**src/rtl/abl_pkg.sv**
```systemverilog
// Package with constants and enumerations for the data arithmetic register file.
package abl_pkg;
  localparam int WORD_W = 24;
  localparam int PAIR_W = 48;
  localparam int ACC_W = 56;
  localparam int EXT_W = 8;
  localparam int HALF_W = 16;
  localparam int PAD_W = 8;
  localparam int SR_W = 24;
  localparam int SR_GROWTH_BIT = 7;
  localparam int SR_SIXTEEN_BIT = 17;
  localparam logic [SR_W-1:0] SR_RST = 24'h000000;
  localparam logic [WORD_W-1:0] WORD_RST = 24'h000000;
  localparam logic [EXT_W-1:0] EXT_RST = 8'h00;

  // Destination of a load from the buses.
  typedef enum logic [3:0] {
    ABL_DST_NONE = 4'h0,
    ABL_DST_X_LOW = 4'h1,
    ABL_DST_X_HIGH = 4'h2,
    ABL_DST_Y_LOW = 4'h3,
    ABL_DST_Y_HIGH = 4'h4,
    ABL_DST_X_PAIR = 4'h5,
    ABL_DST_Y_PAIR = 4'h6,
    ABL_DST_ACC_LOWER = 4'h7,
    ABL_DST_ACC_UPPER = 4'h8,
    ABL_DST_ACC_EXT = 4'h9,
    ABL_DST_ACC_COMBINED = 4'ha,
    ABL_DST_ACC_FULL = 4'hb
  } abl_dst_t;

  // Source of a store onto the buses.
  typedef enum logic [2:0] {
    ABL_SRC_NONE = 3'h0,
    ABL_SRC_ACC_FULL = 3'h1,
    ABL_SRC_ACC_PART = 3'h2,
    ABL_SRC_REG = 3'h3
  } abl_src_t;
endpackage : abl_pkg

```
**src/rtl/abl_alu_regs.sv**
```systemverilog
// Data arithmetic register file with sixteen-bit load mapping and growth flag.
`timescale 1ns/100ps
`default_nettype none

// Notes on behaviour
// - Accumulator-to-bus move sets sticky growth flag bit 7.
// - 24-bit inputs pair to 48; two 56-bit accumulators.
// - Sixteen-bit mode bit enables sixteen-bit arithmetic.
// - Sixteen-bit operands 16/32/40; results 40-bit.
// - Transfers stay 24 or 48 bits wide.
// - Single-bus full accumulator load: high, clear, extend.
// - Two-bus full accumulator load (sixteen-bit mode with Y select only): X high, Y low.
// - Single-bus section load fills top 16 bits.
// - Extension load takes low 8 bus bits.
// - Two-bus pair load: X upper, Y lower, extension kept.
// - Operand low bytes read as zero; results forced zero.
module abl_alu_regs
  import abl_pkg::*;
(
  input wire logic sys_clk_i,
  input wire logic rst_n_i,
  input wire logic load_valid_i,
  input wire abl_dst_t load_dst_i,
  input wire logic load_use_y_i,
  input wire logic load_acc_sel_i,
  input wire logic [WORD_W-1:0] x_data_bus_i,
  input wire logic [WORD_W-1:0] y_data_bus_i,
  input wire logic store_valid_i,
  input wire abl_src_t store_src_i,
  input wire logic status_wr_i,
  input wire logic [SR_W-1:0] status_wdata_i,
  input wire logic result_valid_i,
  input wire logic result_acc_sel_i,
  input wire logic [ACC_W-1:0] result_i,
  output logic [SR_W-1:0] status_register_o,
  output logic sixteen_bit_mode_o,
  output logic block_growth_flag_o,
  output logic [WORD_W-1:0] input_x_low_o,
  output logic [WORD_W-1:0] input_x_high_o,
  output logic [WORD_W-1:0] input_y_low_o,
  output logic [WORD_W-1:0] input_y_high_o,
  output logic [ACC_W-1:0] acc_first_o,
  output logic [ACC_W-1:0] acc_second_o,
  output logic [PAIR_W-1:0] operand_x_o,
  output logic [PAIR_W-1:0] operand_y_o,
  output logic [ACC_W-1:0] operand_acc_first_o,
  output logic [ACC_W-1:0] operand_acc_second_o
);

  // ----------------------------------------------------------------------
  // State
  // ----------------------------------------------------------------------
  typedef struct packed {
    logic [SR_W-1:0] status;
    logic [WORD_W-1:0] x_low;
    logic [WORD_W-1:0] x_high;
    logic [WORD_W-1:0] y_low;
    logic [WORD_W-1:0] y_high;
    logic [EXT_W-1:0] ext_first;
    logic [WORD_W-1:0] upper_first;
    logic [WORD_W-1:0] lower_first;
    logic [EXT_W-1:0] ext_second;
    logic [WORD_W-1:0] upper_second;
    logic [WORD_W-1:0] lower_second;
  } abl_state_t;

  abl_state_t state_r;
  abl_state_t state_nxt;

  logic sixteen;
  logic [WORD_W-1:0] one_bus;
  logic [WORD_W-1:0] hi_x;
  logic [WORD_W-1:0] hi_y;
  logic [WORD_W-1:0] hi_one;
  logic [EXT_W-1:0] sign_x;
  logic [EXT_W-1:0] sign_one;
  logic [WORD_W-1:0] res_lower;
  logic [WORD_W-1:0] res_upper;

  assign sixteen = state_r.status[SR_SIXTEEN_BIT];
  assign one_bus = load_use_y_i ? y_data_bus_i : x_data_bus_i;

  // In sixteen-bit mode the bus's low 16 bits go to the top of a word.
  assign hi_x = sixteen ? {x_data_bus_i[HALF_W-1:0], {PAD_W{1'b0}}} : x_data_bus_i;
  assign hi_y = sixteen ? {y_data_bus_i[HALF_W-1:0], {PAD_W{1'b0}}} : y_data_bus_i;
  assign hi_one = sixteen ? {one_bus[HALF_W-1:0], {PAD_W{1'b0}}} : one_bus;
  assign sign_x = {EXT_W{hi_x[WORD_W-1]}};
  assign sign_one = {EXT_W{hi_one[WORD_W-1]}};

  // Results lose their low byte per word in sixteen-bit mode.
  assign res_lower = sixteen ? {result_i[WORD_W-1:PAD_W], {PAD_W{1'b0}}} : result_i[WORD_W-1:0];
  assign res_upper = sixteen ? {result_i[PAIR_W-1:WORD_W+PAD_W], {PAD_W{1'b0}}} :
                               result_i[PAIR_W-1:WORD_W];

  // ----------------------------------------------------------------------
  // Next state
  // ----------------------------------------------------------------------
  always_comb begin
    logic [EXT_W-1:0] e;
    logic [WORD_W-1:0] u;
    logic [WORD_W-1:0] l;
    state_nxt = state_r;
    e = load_acc_sel_i ? state_r.ext_second : state_r.ext_first;
    u = load_acc_sel_i ? state_r.upper_second : state_r.upper_first;
    l = load_acc_sel_i ? state_r.lower_second : state_r.lower_first;
    if (status_wr_i) begin
      state_nxt.status = status_wdata_i;
    end
    if (result_valid_i) begin
      if (result_acc_sel_i) begin
        state_nxt.ext_second = result_i[ACC_W-1:PAIR_W];
        state_nxt.upper_second = res_upper;
        state_nxt.lower_second = res_lower;
      end else begin
        state_nxt.ext_first = result_i[ACC_W-1:PAIR_W];
        state_nxt.upper_first = res_upper;
        state_nxt.lower_first = res_lower;
      end
    end
    if (load_valid_i) begin
      unique case (load_dst_i)
        ABL_DST_X_LOW: state_nxt.x_low = hi_one;
        ABL_DST_X_HIGH: state_nxt.x_high = hi_one;
        ABL_DST_Y_LOW: state_nxt.y_low = hi_one;
        ABL_DST_Y_HIGH: state_nxt.y_high = hi_one;
        ABL_DST_X_PAIR: begin
          state_nxt.x_high = hi_x;
          state_nxt.x_low = hi_y;
        end
        ABL_DST_Y_PAIR: begin
          state_nxt.y_high = hi_x;
          state_nxt.y_low = hi_y;
        end
        ABL_DST_ACC_LOWER: l = hi_one;
        ABL_DST_ACC_UPPER: u = hi_one;
        ABL_DST_ACC_EXT: e = one_bus[EXT_W-1:0];
        ABL_DST_ACC_COMBINED: begin
          u = hi_x;
          l = hi_y;
        end
        ABL_DST_ACC_FULL: begin
          if (sixteen) begin
            u = hi_one;
            l = WORD_RST;
            e = sign_one;
          end else begin
            u = one_bus;
            l = WORD_RST;
            e = sign_one;
          end
        end
        ABL_DST_NONE: ;
        default: ;
      endcase
      if (load_dst_i == ABL_DST_ACC_FULL && load_use_y_i && sixteen) begin
        u = hi_x;
        l = hi_y;
        e = sign_x;
      end
      // Only accumulator destinations write back, so a register load never hides a result.
      if (load_dst_i inside {ABL_DST_ACC_LOWER, ABL_DST_ACC_UPPER, ABL_DST_ACC_EXT, ABL_DST_ACC_COMBINED,
                             ABL_DST_ACC_FULL}) begin
        if (load_acc_sel_i) begin
          state_nxt.ext_second = e;
          state_nxt.upper_second = u;
          state_nxt.lower_second = l;
        end else begin
          state_nxt.ext_first = e;
          state_nxt.upper_first = u;
          state_nxt.lower_first = l;
        end
      end
    end
    // Set wins over a clearing status write in the same cycle.
    if (store_valid_i && (store_src_i == ABL_SRC_ACC_FULL || store_src_i == ABL_SRC_ACC_PART)) begin
      state_nxt.status[SR_GROWTH_BIT] = 1'b1;
    end
  end

  always_ff @(posedge sys_clk_i or negedge rst_n_i) begin
    if (!rst_n_i) begin
      state_r <= '{SR_RST, WORD_RST, WORD_RST, WORD_RST, WORD_RST, EXT_RST, WORD_RST, WORD_RST,
                   EXT_RST, WORD_RST, WORD_RST};
    end else begin
      state_r <= state_nxt;
    end
  end

  // ----------------------------------------------------------------------
  // Outputs
  // ----------------------------------------------------------------------
  assign status_register_o = state_r.status;
  assign sixteen_bit_mode_o = sixteen;
  assign block_growth_flag_o = state_r.status[SR_GROWTH_BIT];
  assign input_x_low_o = state_r.x_low;
  assign input_x_high_o = state_r.x_high;
  assign input_y_low_o = state_r.y_low;
  assign input_y_high_o = state_r.y_high;
  assign acc_first_o = {state_r.ext_first, state_r.upper_first, state_r.lower_first};
  assign acc_second_o = {state_r.ext_second, state_r.upper_second, state_r.lower_second};

  // Operands seen by the arithmetic unit ignore low bytes in sixteen-bit mode.
  assign operand_x_o = sixteen ? {state_r.x_high[WORD_W-1:PAD_W], {PAD_W{1'b0}}, state_r.x_low[WORD_W-1:PAD_W],
                                  {PAD_W{1'b0}}} : {state_r.x_high, state_r.x_low};
  assign operand_y_o = sixteen ? {state_r.y_high[WORD_W-1:PAD_W], {PAD_W{1'b0}}, state_r.y_low[WORD_W-1:PAD_W],
                                  {PAD_W{1'b0}}} : {state_r.y_high, state_r.y_low};
  assign operand_acc_first_o = sixteen ? {state_r.ext_first, state_r.upper_first[WORD_W-1:PAD_W], {PAD_W{1'b0}},
                                          state_r.lower_first[WORD_W-1:PAD_W], {PAD_W{1'b0}}} : acc_first_o;
  assign operand_acc_second_o = sixteen ? {state_r.ext_second, state_r.upper_second[WORD_W-1:PAD_W], {PAD_W{1'b0}},
                                           state_r.lower_second[WORD_W-1:PAD_W], {PAD_W{1'b0}}} : acc_second_o;

endmodule : abl_alu_regs
`default_nettype wire

```
**config.mk**
```make
export PLATFORM = sky130hd
export DESIGN_NAME = abl_alu_regs
export DESIGN_NICKNAME = d
export VERILOG_FILES = /design/src/rtl/abl_pkg.sv /design/src/rtl/abl_alu_regs.sv
export SDC_FILE = /design/constraint.sdc
export NUM_CORES = 1
export LEC_CHECK = 0
export BUFFER_PORTS_ARGS = -buffer_cell sky130_fd_sc_hd__buf_2
export CORE_AREA = 5 5 223 225
export DETAILED_ROUTE_END_ITERATION = 12
export DIE_AREA = 0 0 228 230
export GPL_ROUTABILITY_DRIVEN = 0
export GPL_TIMING_DRIVEN = 0
export HOLD_SLACK_MARGIN = 0.03
export SLEW_MARGIN = 20
export SYNTH_ARGS = -nofsm -noshare
export SYNTH_HDL_FRONTEND = slang
export SYNTH_SLANG_ARGS = --single-unit
```
**constraint.sdc**
```tcl
create_clock -name sys_clk_i -period 5.71 [get_ports sys_clk_i]
set_clock_uncertainty 0.1 [all_clocks]
set_input_delay 0 -clock sys_clk_i [delete_from_list [all_inputs] [get_ports sys_clk_i]]
set_output_delay 0 -clock sys_clk_i [all_outputs]
set_load 0.005 [all_outputs]
```
==> reports/metrics.cfg, run 1 <==
[synthesis]
yosysWarnings=0
async_flop_share=1.00
syn-cell-area_mm2=0.0161
ys_seq_area_frac=0.360
synth_cell_types=64
synth_top_cell_area_share=0.360
synth_enable_flop_cells=0
synth_cells=1684
syn_area_per_cell_um2=9.57
postSynthNetCount=1828
synth_area_leaders=dfrtp_1 (36%), mux2_2 (8.7%), mux2i_1 (7.4%), buf_4 (7.4%), a21oi_1 (3.9%)
synth.largest_area_cell=dfrtp_1
synth-seq-cells=232
synth_flop_cell=dfrtp_1

[route]
num_vias=17200
ant_nets=0
drc=0
vias_per_cell=5.51
routedWlPerCell_um=25.4
drt-total-wl_um=79300
firstDrtPassIters=6
drtIter0Drc=1631

[clock_network]
cts_max_level=1
cts_buffers=28
clock-root-buffer=clkbuf_16
path_clk_slew_ns=0.06
post_cts_resized=0
cts.path.max_buffers=3
post_cts_buffers=0
cts_tree=built
insertion_delay_ns=0.57
cts_sinks=232

[sta]
setup_viol=0
tightestPinTransition_ns=1.07
clock.fmax_mhz=320
grt_setup_unrepaired=no
hold-worst-slack_ns=0.0891
post-route-period-util=0.548
tns_ns=0
maxSlewHeadroom=0.289
slew_viol_final=0
hold_violations=0
post-route-min-period_ns=3.13

[global_route]
grt_pass1_vias=17700
grt_usage=0.286
grt_max_degree=99
grt_pass1_wl_um=116000
overflow=0
grt_antenna_before_repair=7

[flow_run]
maxCapViolCount=0

[floorplanning]
dieArea_mm2=0.0524
pin_count=586
die_h_um=230
chipWidth_um=228
num_rows=80
start_util=0.341
core_area_mm2=0.0473

[pwr]
clock_power_share=0.280
p_per_area_mw_per_mm2=301
sequentialPowerShare=0.349
swShare=0.348
ir_worst_vdd_mv=0.304
p_int_mw=4.45
p_leak_nw=11.1
switchingPower_mw=2.37
p_comb_frac=0.370

[critical_path]
criticalPathCategory=register to output pin
slowest_delay_ns=0.55
end_kind=output pin
path_cells=buf_6 > buf_4 > buf_2 > clkbuf_1 > clkbuf_1 > nor2b_1 > buf_2
crit_path_top_delay_cell=clkbuf_1
path_delay_family=buffers and inverters
crit_buf_inv=6
timing.rr.start=status_register_o[17]
worstPathRequired_ns=5.61
crit_start=status_register_o[17]
critical_path_arrival_ns=3.03
crit_path_start_kind=register
critPathMaxFanout=10

[placement]
place_area_mm2=0.0199
dp.cells=2884
port-buffer-count=583
place_hpwl_um=60500

[hold_path]
hold_path.class=input port to register
hold_start=status_wdata_i[17]

[layout]
nNetsFinal=2621
fin_area_mm2=0.0226
layout_common_cells=buf_2 (638), dfrtp_1 (232), dlygate4sd3_1 (177), buf_4 (158), a21oi_1 (125)
fin_cells=3116
drive_gt1_frac=0.418
area_delta_synth_final_pct=40.4
final_core_util=0.478
layout_commonest_cell=buf_2

[status]
status=finished, final reports clean

## power groups by stage
stage | sequential [mW] | combinational, mW | clock (mW)
2_1_floorplan | 2.27 | 1.27 | 0
3_3_place_gp | 2.40 | 2.33 | 0
3_5_place_dp | 2.41 | 2.36 | 0
4_1_cts | 2.39 | 2.52 | 1.93
5_1_grt | 2.43 | 2.74 | 2.00
6_report | 2.38 | 2.53 | 1.91
## state kept, by name, indices dropped and copies added, names as in the netlist
signal             cells
input_y_high_o        24
acc_first_o           56
input_x_high_o        24
status_register_o     24
input_y_low_o         24
acc_second_o          56
input_x_low_o         24
## worst reg2reg max path: stages, from the launching register on
cell and delay [ns]:
dfrtp_1 0.46, buf_6 0.18, buf_12 0.15, and2_0 0.15, clkbuf_2 0.21, and3_1 0.25
mux2i_1 0.14, dlygate4sd3_1 0.56, o31ai_1 0.06, dlygate4sd3_1 0.56
## synthesized netlist by cell type (3+ instances only)
cell / number
a211oi_1: 39
a211oi_2: 10
a21oi_1: 125
a221o_1: 7
a221oi_1: 8
a22oi_1: 30
a31oi_1: 46
and2_1: 17
and3_1: 17
and3b_1: 3
buf_2: 56
buf_4: 158
buf_6: 14
clkbuf_1: 59
dfrtp_1: 232
mux2_2: 124
mux2_4: 7
mux2i_1: 119
mux4_1: 4
mux4_2: 12
nand2_1: 121
nand2b_1: 18
nor2_1: 105
nor2b_1: 91
nor3_1: 8
nor3b_1: 50
o211ai_1: 12
o211ai_2: 11
o21ai_0: 81
o221ai_1: 8
o22ai_1: 3
o31a_1: 16
o31ai_1: 34
## through the flow
stage,power (mW),setup slack [ns]
floorplan,3.54,3.80
global placement,4.73,0.276
detailed placement,4.77,3.02
CTS,6.84,2.59
global route,7.16,2.45
finish,6.82,2.58
## logic make-up (layout without fill, tap and decap cells)
logic type / count (synthesis) / after routing / share of synthesized area
AO/OA/AOI/OAI: 437 / 437 / 0.179
XOR/XNOR: 2 / 2 / 0.00109
buffers and inverters: 294 / 1108 / 0.119
flip-flops: 232 / 232 / 0.360
multiplexers: 268 / 268 / 0.192
other: 0 / 3 / 0
AND/OR/NAND/NOR: 451 / 451 / 0.149
## what timing repair did
item	4_1_cts	5_1_grt
hold endpoints to repair	454	0
hold buffers	178	0
setup endpoints to repair	0	0
## worst paths after layout
| kind | to | cells past startpoint | slack (ns) |
|---|---|---|---|
| setup / recovery | operand_acc_second_o[0] | 7 | 2.58 |
| hold / removal | status_register_o[17] | 3 | 0.09 |
| setup reg to reg | acc_first_o[13] | 9 | 2.77 |
| hold reg to reg | status_register_o[18] | 1 | 0.40 |
| max in group asynchronous | input_y_high_o[20] | 4 | 4.53 |
| min in group asynchronous | acc_first_o[28] | 4 | 0.44 |
## area by class of cell
type,count,area [um2]
buffer,294,1920
tap,615,769
clock inverter,13,155
clock buffer,38,810
sequential,232,5810
timing repair buffer,763,4770
fill,4531,24700
antenna,3,7.51
multi-input combinational,1158,8400
## routing by layer
metal / vias up / global-route usage / part of all wire
met1: 8499 / 0.356 / 0.39
li1: 7532 / - / -
met3: 175 / 0.0659 / 0.083
met2: 961 / 0.493 / 0.48
met5: - / 0 / 0.00068
met4: 6 / 0.0957 / 0.038
(Power assumes the default switching activity.)
==> run 2: changes to the inputs <==
--- a/config.mk
+++ b/config.mk
@@ -6,9 +6,9 @@
 export NUM_CORES = 1
 export LEC_CHECK = 0
 export BUFFER_PORTS_ARGS = -buffer_cell sky130_fd_sc_hd__buf_2
-export CORE_AREA = 5 5 223 225
+export CORE_AREA = 5 5 225 227
 export DETAILED_ROUTE_END_ITERATION = 12
-export DIE_AREA = 0 0 228 230
+export DIE_AREA = 0 0 230 232
 export GPL_ROUTABILITY_DRIVEN = 0
 export GPL_TIMING_DRIVEN = 0
 export HOLD_SLACK_MARGIN = 0.03
==> constraint.sdc (replaced) <==
create_clock -name sys_clk_i -period 3.1 [get_ports sys_clk_i]
set_clock_uncertainty 0.1 [all_clocks]
set_input_delay 0 -clock sys_clk_i [delete_from_list [all_inputs] [get_ports sys_clk_i]]
set_output_delay 0 -clock sys_clk_i [all_outputs]
set_load 0.005 [all_outputs]
==> reports/metrics.cfg, run 2 (synthesis gave the netlist of run 1 again) <==
[global_route]
grt-busiest-layer=met2  ; unchanged
grt_use_met2=0.487  ; was 0.493
grt_usage=0.279  ; was 0.286
grt_pass1_vias=17400  ; was 17700
grt_antenna_before_repair=9  ; was 7
grt_pass1_wl_um=114000  ; was 116000 um
grt_max_degree=100  ; was 99
grtUsageMet3=0.0532  ; was 0.0659
use_met1=0.350  ; was 0.356
overflow=0  ; unchanged

[critical_path]
criticalPathCategory=register to register  ; was register to output pin
crit_buf_inv=5  ; was 6
crit_path_start_kind=register  ; unchanged
crit_top_cell=buf_6
crit_path_top_delay_cell=dlygate4sd3_1  ; was clkbuf_1
critical_path_arrival_ns=3.35  ; was 3.03 ns
worstPathRequired_ns=3.50  ; was 5.61 ns
slowest_delay_ns=0.59  ; was 0.55 ns
path_delay_family=buffers and inverters  ; unchanged
end_kind=register  ; was output pin
path_cells=buf_6 > buf_4 > buf_6 > nand2_1 > nor2_4 > buf_2 > a21oi_1 > a22oi_1 > dlygate4sd3_1  ; was buf_6 > buf_4 > buf_2 > clkbuf_1 > clkbuf_1 > nor2b_1 > buf_2
critPathMaxFanout=10  ; unchanged

[route]
firstDrtPassIters=5  ; was 6
routedWlPerCell_um=25.4  ; about the same
vias_per_cell=5.51  ; about the same
drc=0  ; unchanged
drtIter0Drc=1612  ; was 1631
drt-total-wl_um=79200  ; was 79300 um
ant_nets=0  ; unchanged
num_vias=17200  ; about the same

[floorplanning]
start_util=0.333  ; was 0.341
die_h_um=232  ; was 230 um
core_area_mm2=0.0484  ; was 0.0473 mm2
dieArea_mm2=0.0534  ; was 0.0524 mm2
num_rows=81  ; was 80
pin_count=586  ; unchanged
chipWidth_um=230  ; was 228 um

[pwr]
p_int_mw=8.58  ; was 4.45 mW
total_power_mw=13.0  ; was 6.82 mW
p_per_area_mw_per_mm2=569  ; was 301 mW/mm2
sequentialPowerShare=0.338  ; was 0.349
clock_power_share=0.303  ; was 0.280
swShare=0.337  ; was 0.348
ir_worst_vdd_mv=0.501  ; was 0.304 mV
p_comb_frac=0.358  ; was 0.370
p_leak_nw=11.1  ; about the same
switchingPower_mw=4.37  ; was 2.37 mW

[layout]
layout_commonest_cell=buf_2  ; unchanged
drive_gt1_frac=0.421  ; was 0.418
layout_common_cells=buf_2 (638), dfrtp_1 (232), dlygate4sd3_1 (173), buf_4 (158), a21oi_1 (125)  ; was buf_2 (638), dfrtp_1 (232), dlygate4sd3_1 (177), buf_4 (158), a21oi_1 (125)
area_delta_synth_final_pct=41.1  ; was 40.4%
diodes=0  ; was 3
nNetsFinal=2618  ; was 2621

[clock_network]
cts_max_level=1  ; unchanged
cts.path.max_buffers=3  ; unchanged
post_cts_buffers=0  ; unchanged
cts_buffers=29  ; was 28
insertion_delay_ns=0.57  ; about the same
path_clk_slew_ns=0.06  ; about the same
cts_sinks=232  ; unchanged
clock-root-buffer=clkbuf_16  ; unchanged
cts_tree=built  ; unchanged

[sta]
clock.fmax_mhz=339
tightestPinTransition_ns=1.08  ; was 1.07 ns
fin_ws_ns=0.153  ; was 2.58 ns
post-route-period-util=0.951
hold_violations=0  ; unchanged
grt_setup_unrepaired=no  ; unchanged
post-route-min-period_ns=2.95
slew_viol_final=0  ; unchanged
setup_viol=0  ; unchanged
maxSlewHeadroom=0.277  ; was 0.289

[status]
status=finished, final reports clean  ; unchanged

[placement]
port-buffer-count=583  ; unchanged
preCtsSetupSlack_ns=0.360  ; was 3.02 ns
place_hpwl_um=60400  ; was 60500 um

[flow_run]
maxCapViolCount=0  ; unchanged

[hold_path]
hold_path.class=input port to register  ; unchanged

## run 2: cell count changes in the layout (fill, tap and decap cells not counted), moves of 3 or more
cell	change
clkinv_2	-3
bufinv_16	+4
clkbuf_8	+3
diode_2	-3
clkbuf_1	-4
dlygate4sd3_1	-4
## run 2: layer usage
layer | routed length (um) | up-vias
met1 | 30800 | 8461
met5 | 74 | -
met4 | 2930 | 10
met3 | 6780 | 155
met2 | 38600 | 1013
li1 | - | 7523
## run 2: final timing paths
path                                       startpoint                     to  slack (ns)  cells past startpoint
max in group asynchronous                     rst_n_i  status_register_o[23]        1.90                      4
worst min-delay path               status_wdata_i[18]  status_register_o[18]         0.1                      3
worst max register to register  status_register_o[17]       acc_second_o[43]        0.15                      9
worst min register to register   status_register_o[3]   status_register_o[3]        0.40                      1
worst max-delay path            status_register_o[17]       acc_second_o[43]        0.15                      9
min in group asynchronous                     rst_n_i       acc_second_o[41]        0.50                      4
## run 2: what timing repair did
item                       4_1_cts  5_1_grt
hold buffers                   174        0
gates resized for setup          1        0
setup endpoints to repair       10        0
hold endpoints to repair       451        0
## run 2: final cells by class
class                   instances  area (um2)
flip-flops and latches        232        5810
fillers                      4550       25700
well taps                     622         778
clock buffers                  38         840
repair buffers                759        4740
plain buffers                 294        1920
multi-input cells            1158        8400
clock inverters                14         260
## run 2: power groups by stage
stage               registers [mW]  logic, mW  clock network, mW
floorplan                     4.19       2.33                  0
global placement              4.40       4.29                  0
detailed placement            4.43       4.34                  0
CTS                           4.39       4.63               3.97
global route                  4.47       5.01               4.09
finish                        4.38       4.64               3.93
## run 2: tightest hold or removal path: stages
cell           delay, ns
dlygate4sd3_1       0.52
buf_2               0.09
mux2_2              0.13
## run 2: through the flow
step	TNS (ns)	hold WS [ns]	area, um2	cells	utilization
after floorplan	0	-0.396	16100	1684	-
after global placement	-519.37	0.132	19800	2889	0.409
after detailed placement	0	-0.127	19900	2891	0.410
after CTS	0	0.0675	22700	3117	0.469
after global routing	0	0.0975	22700	3117	0.469
final	0	0.0982	22700	3117	0.469
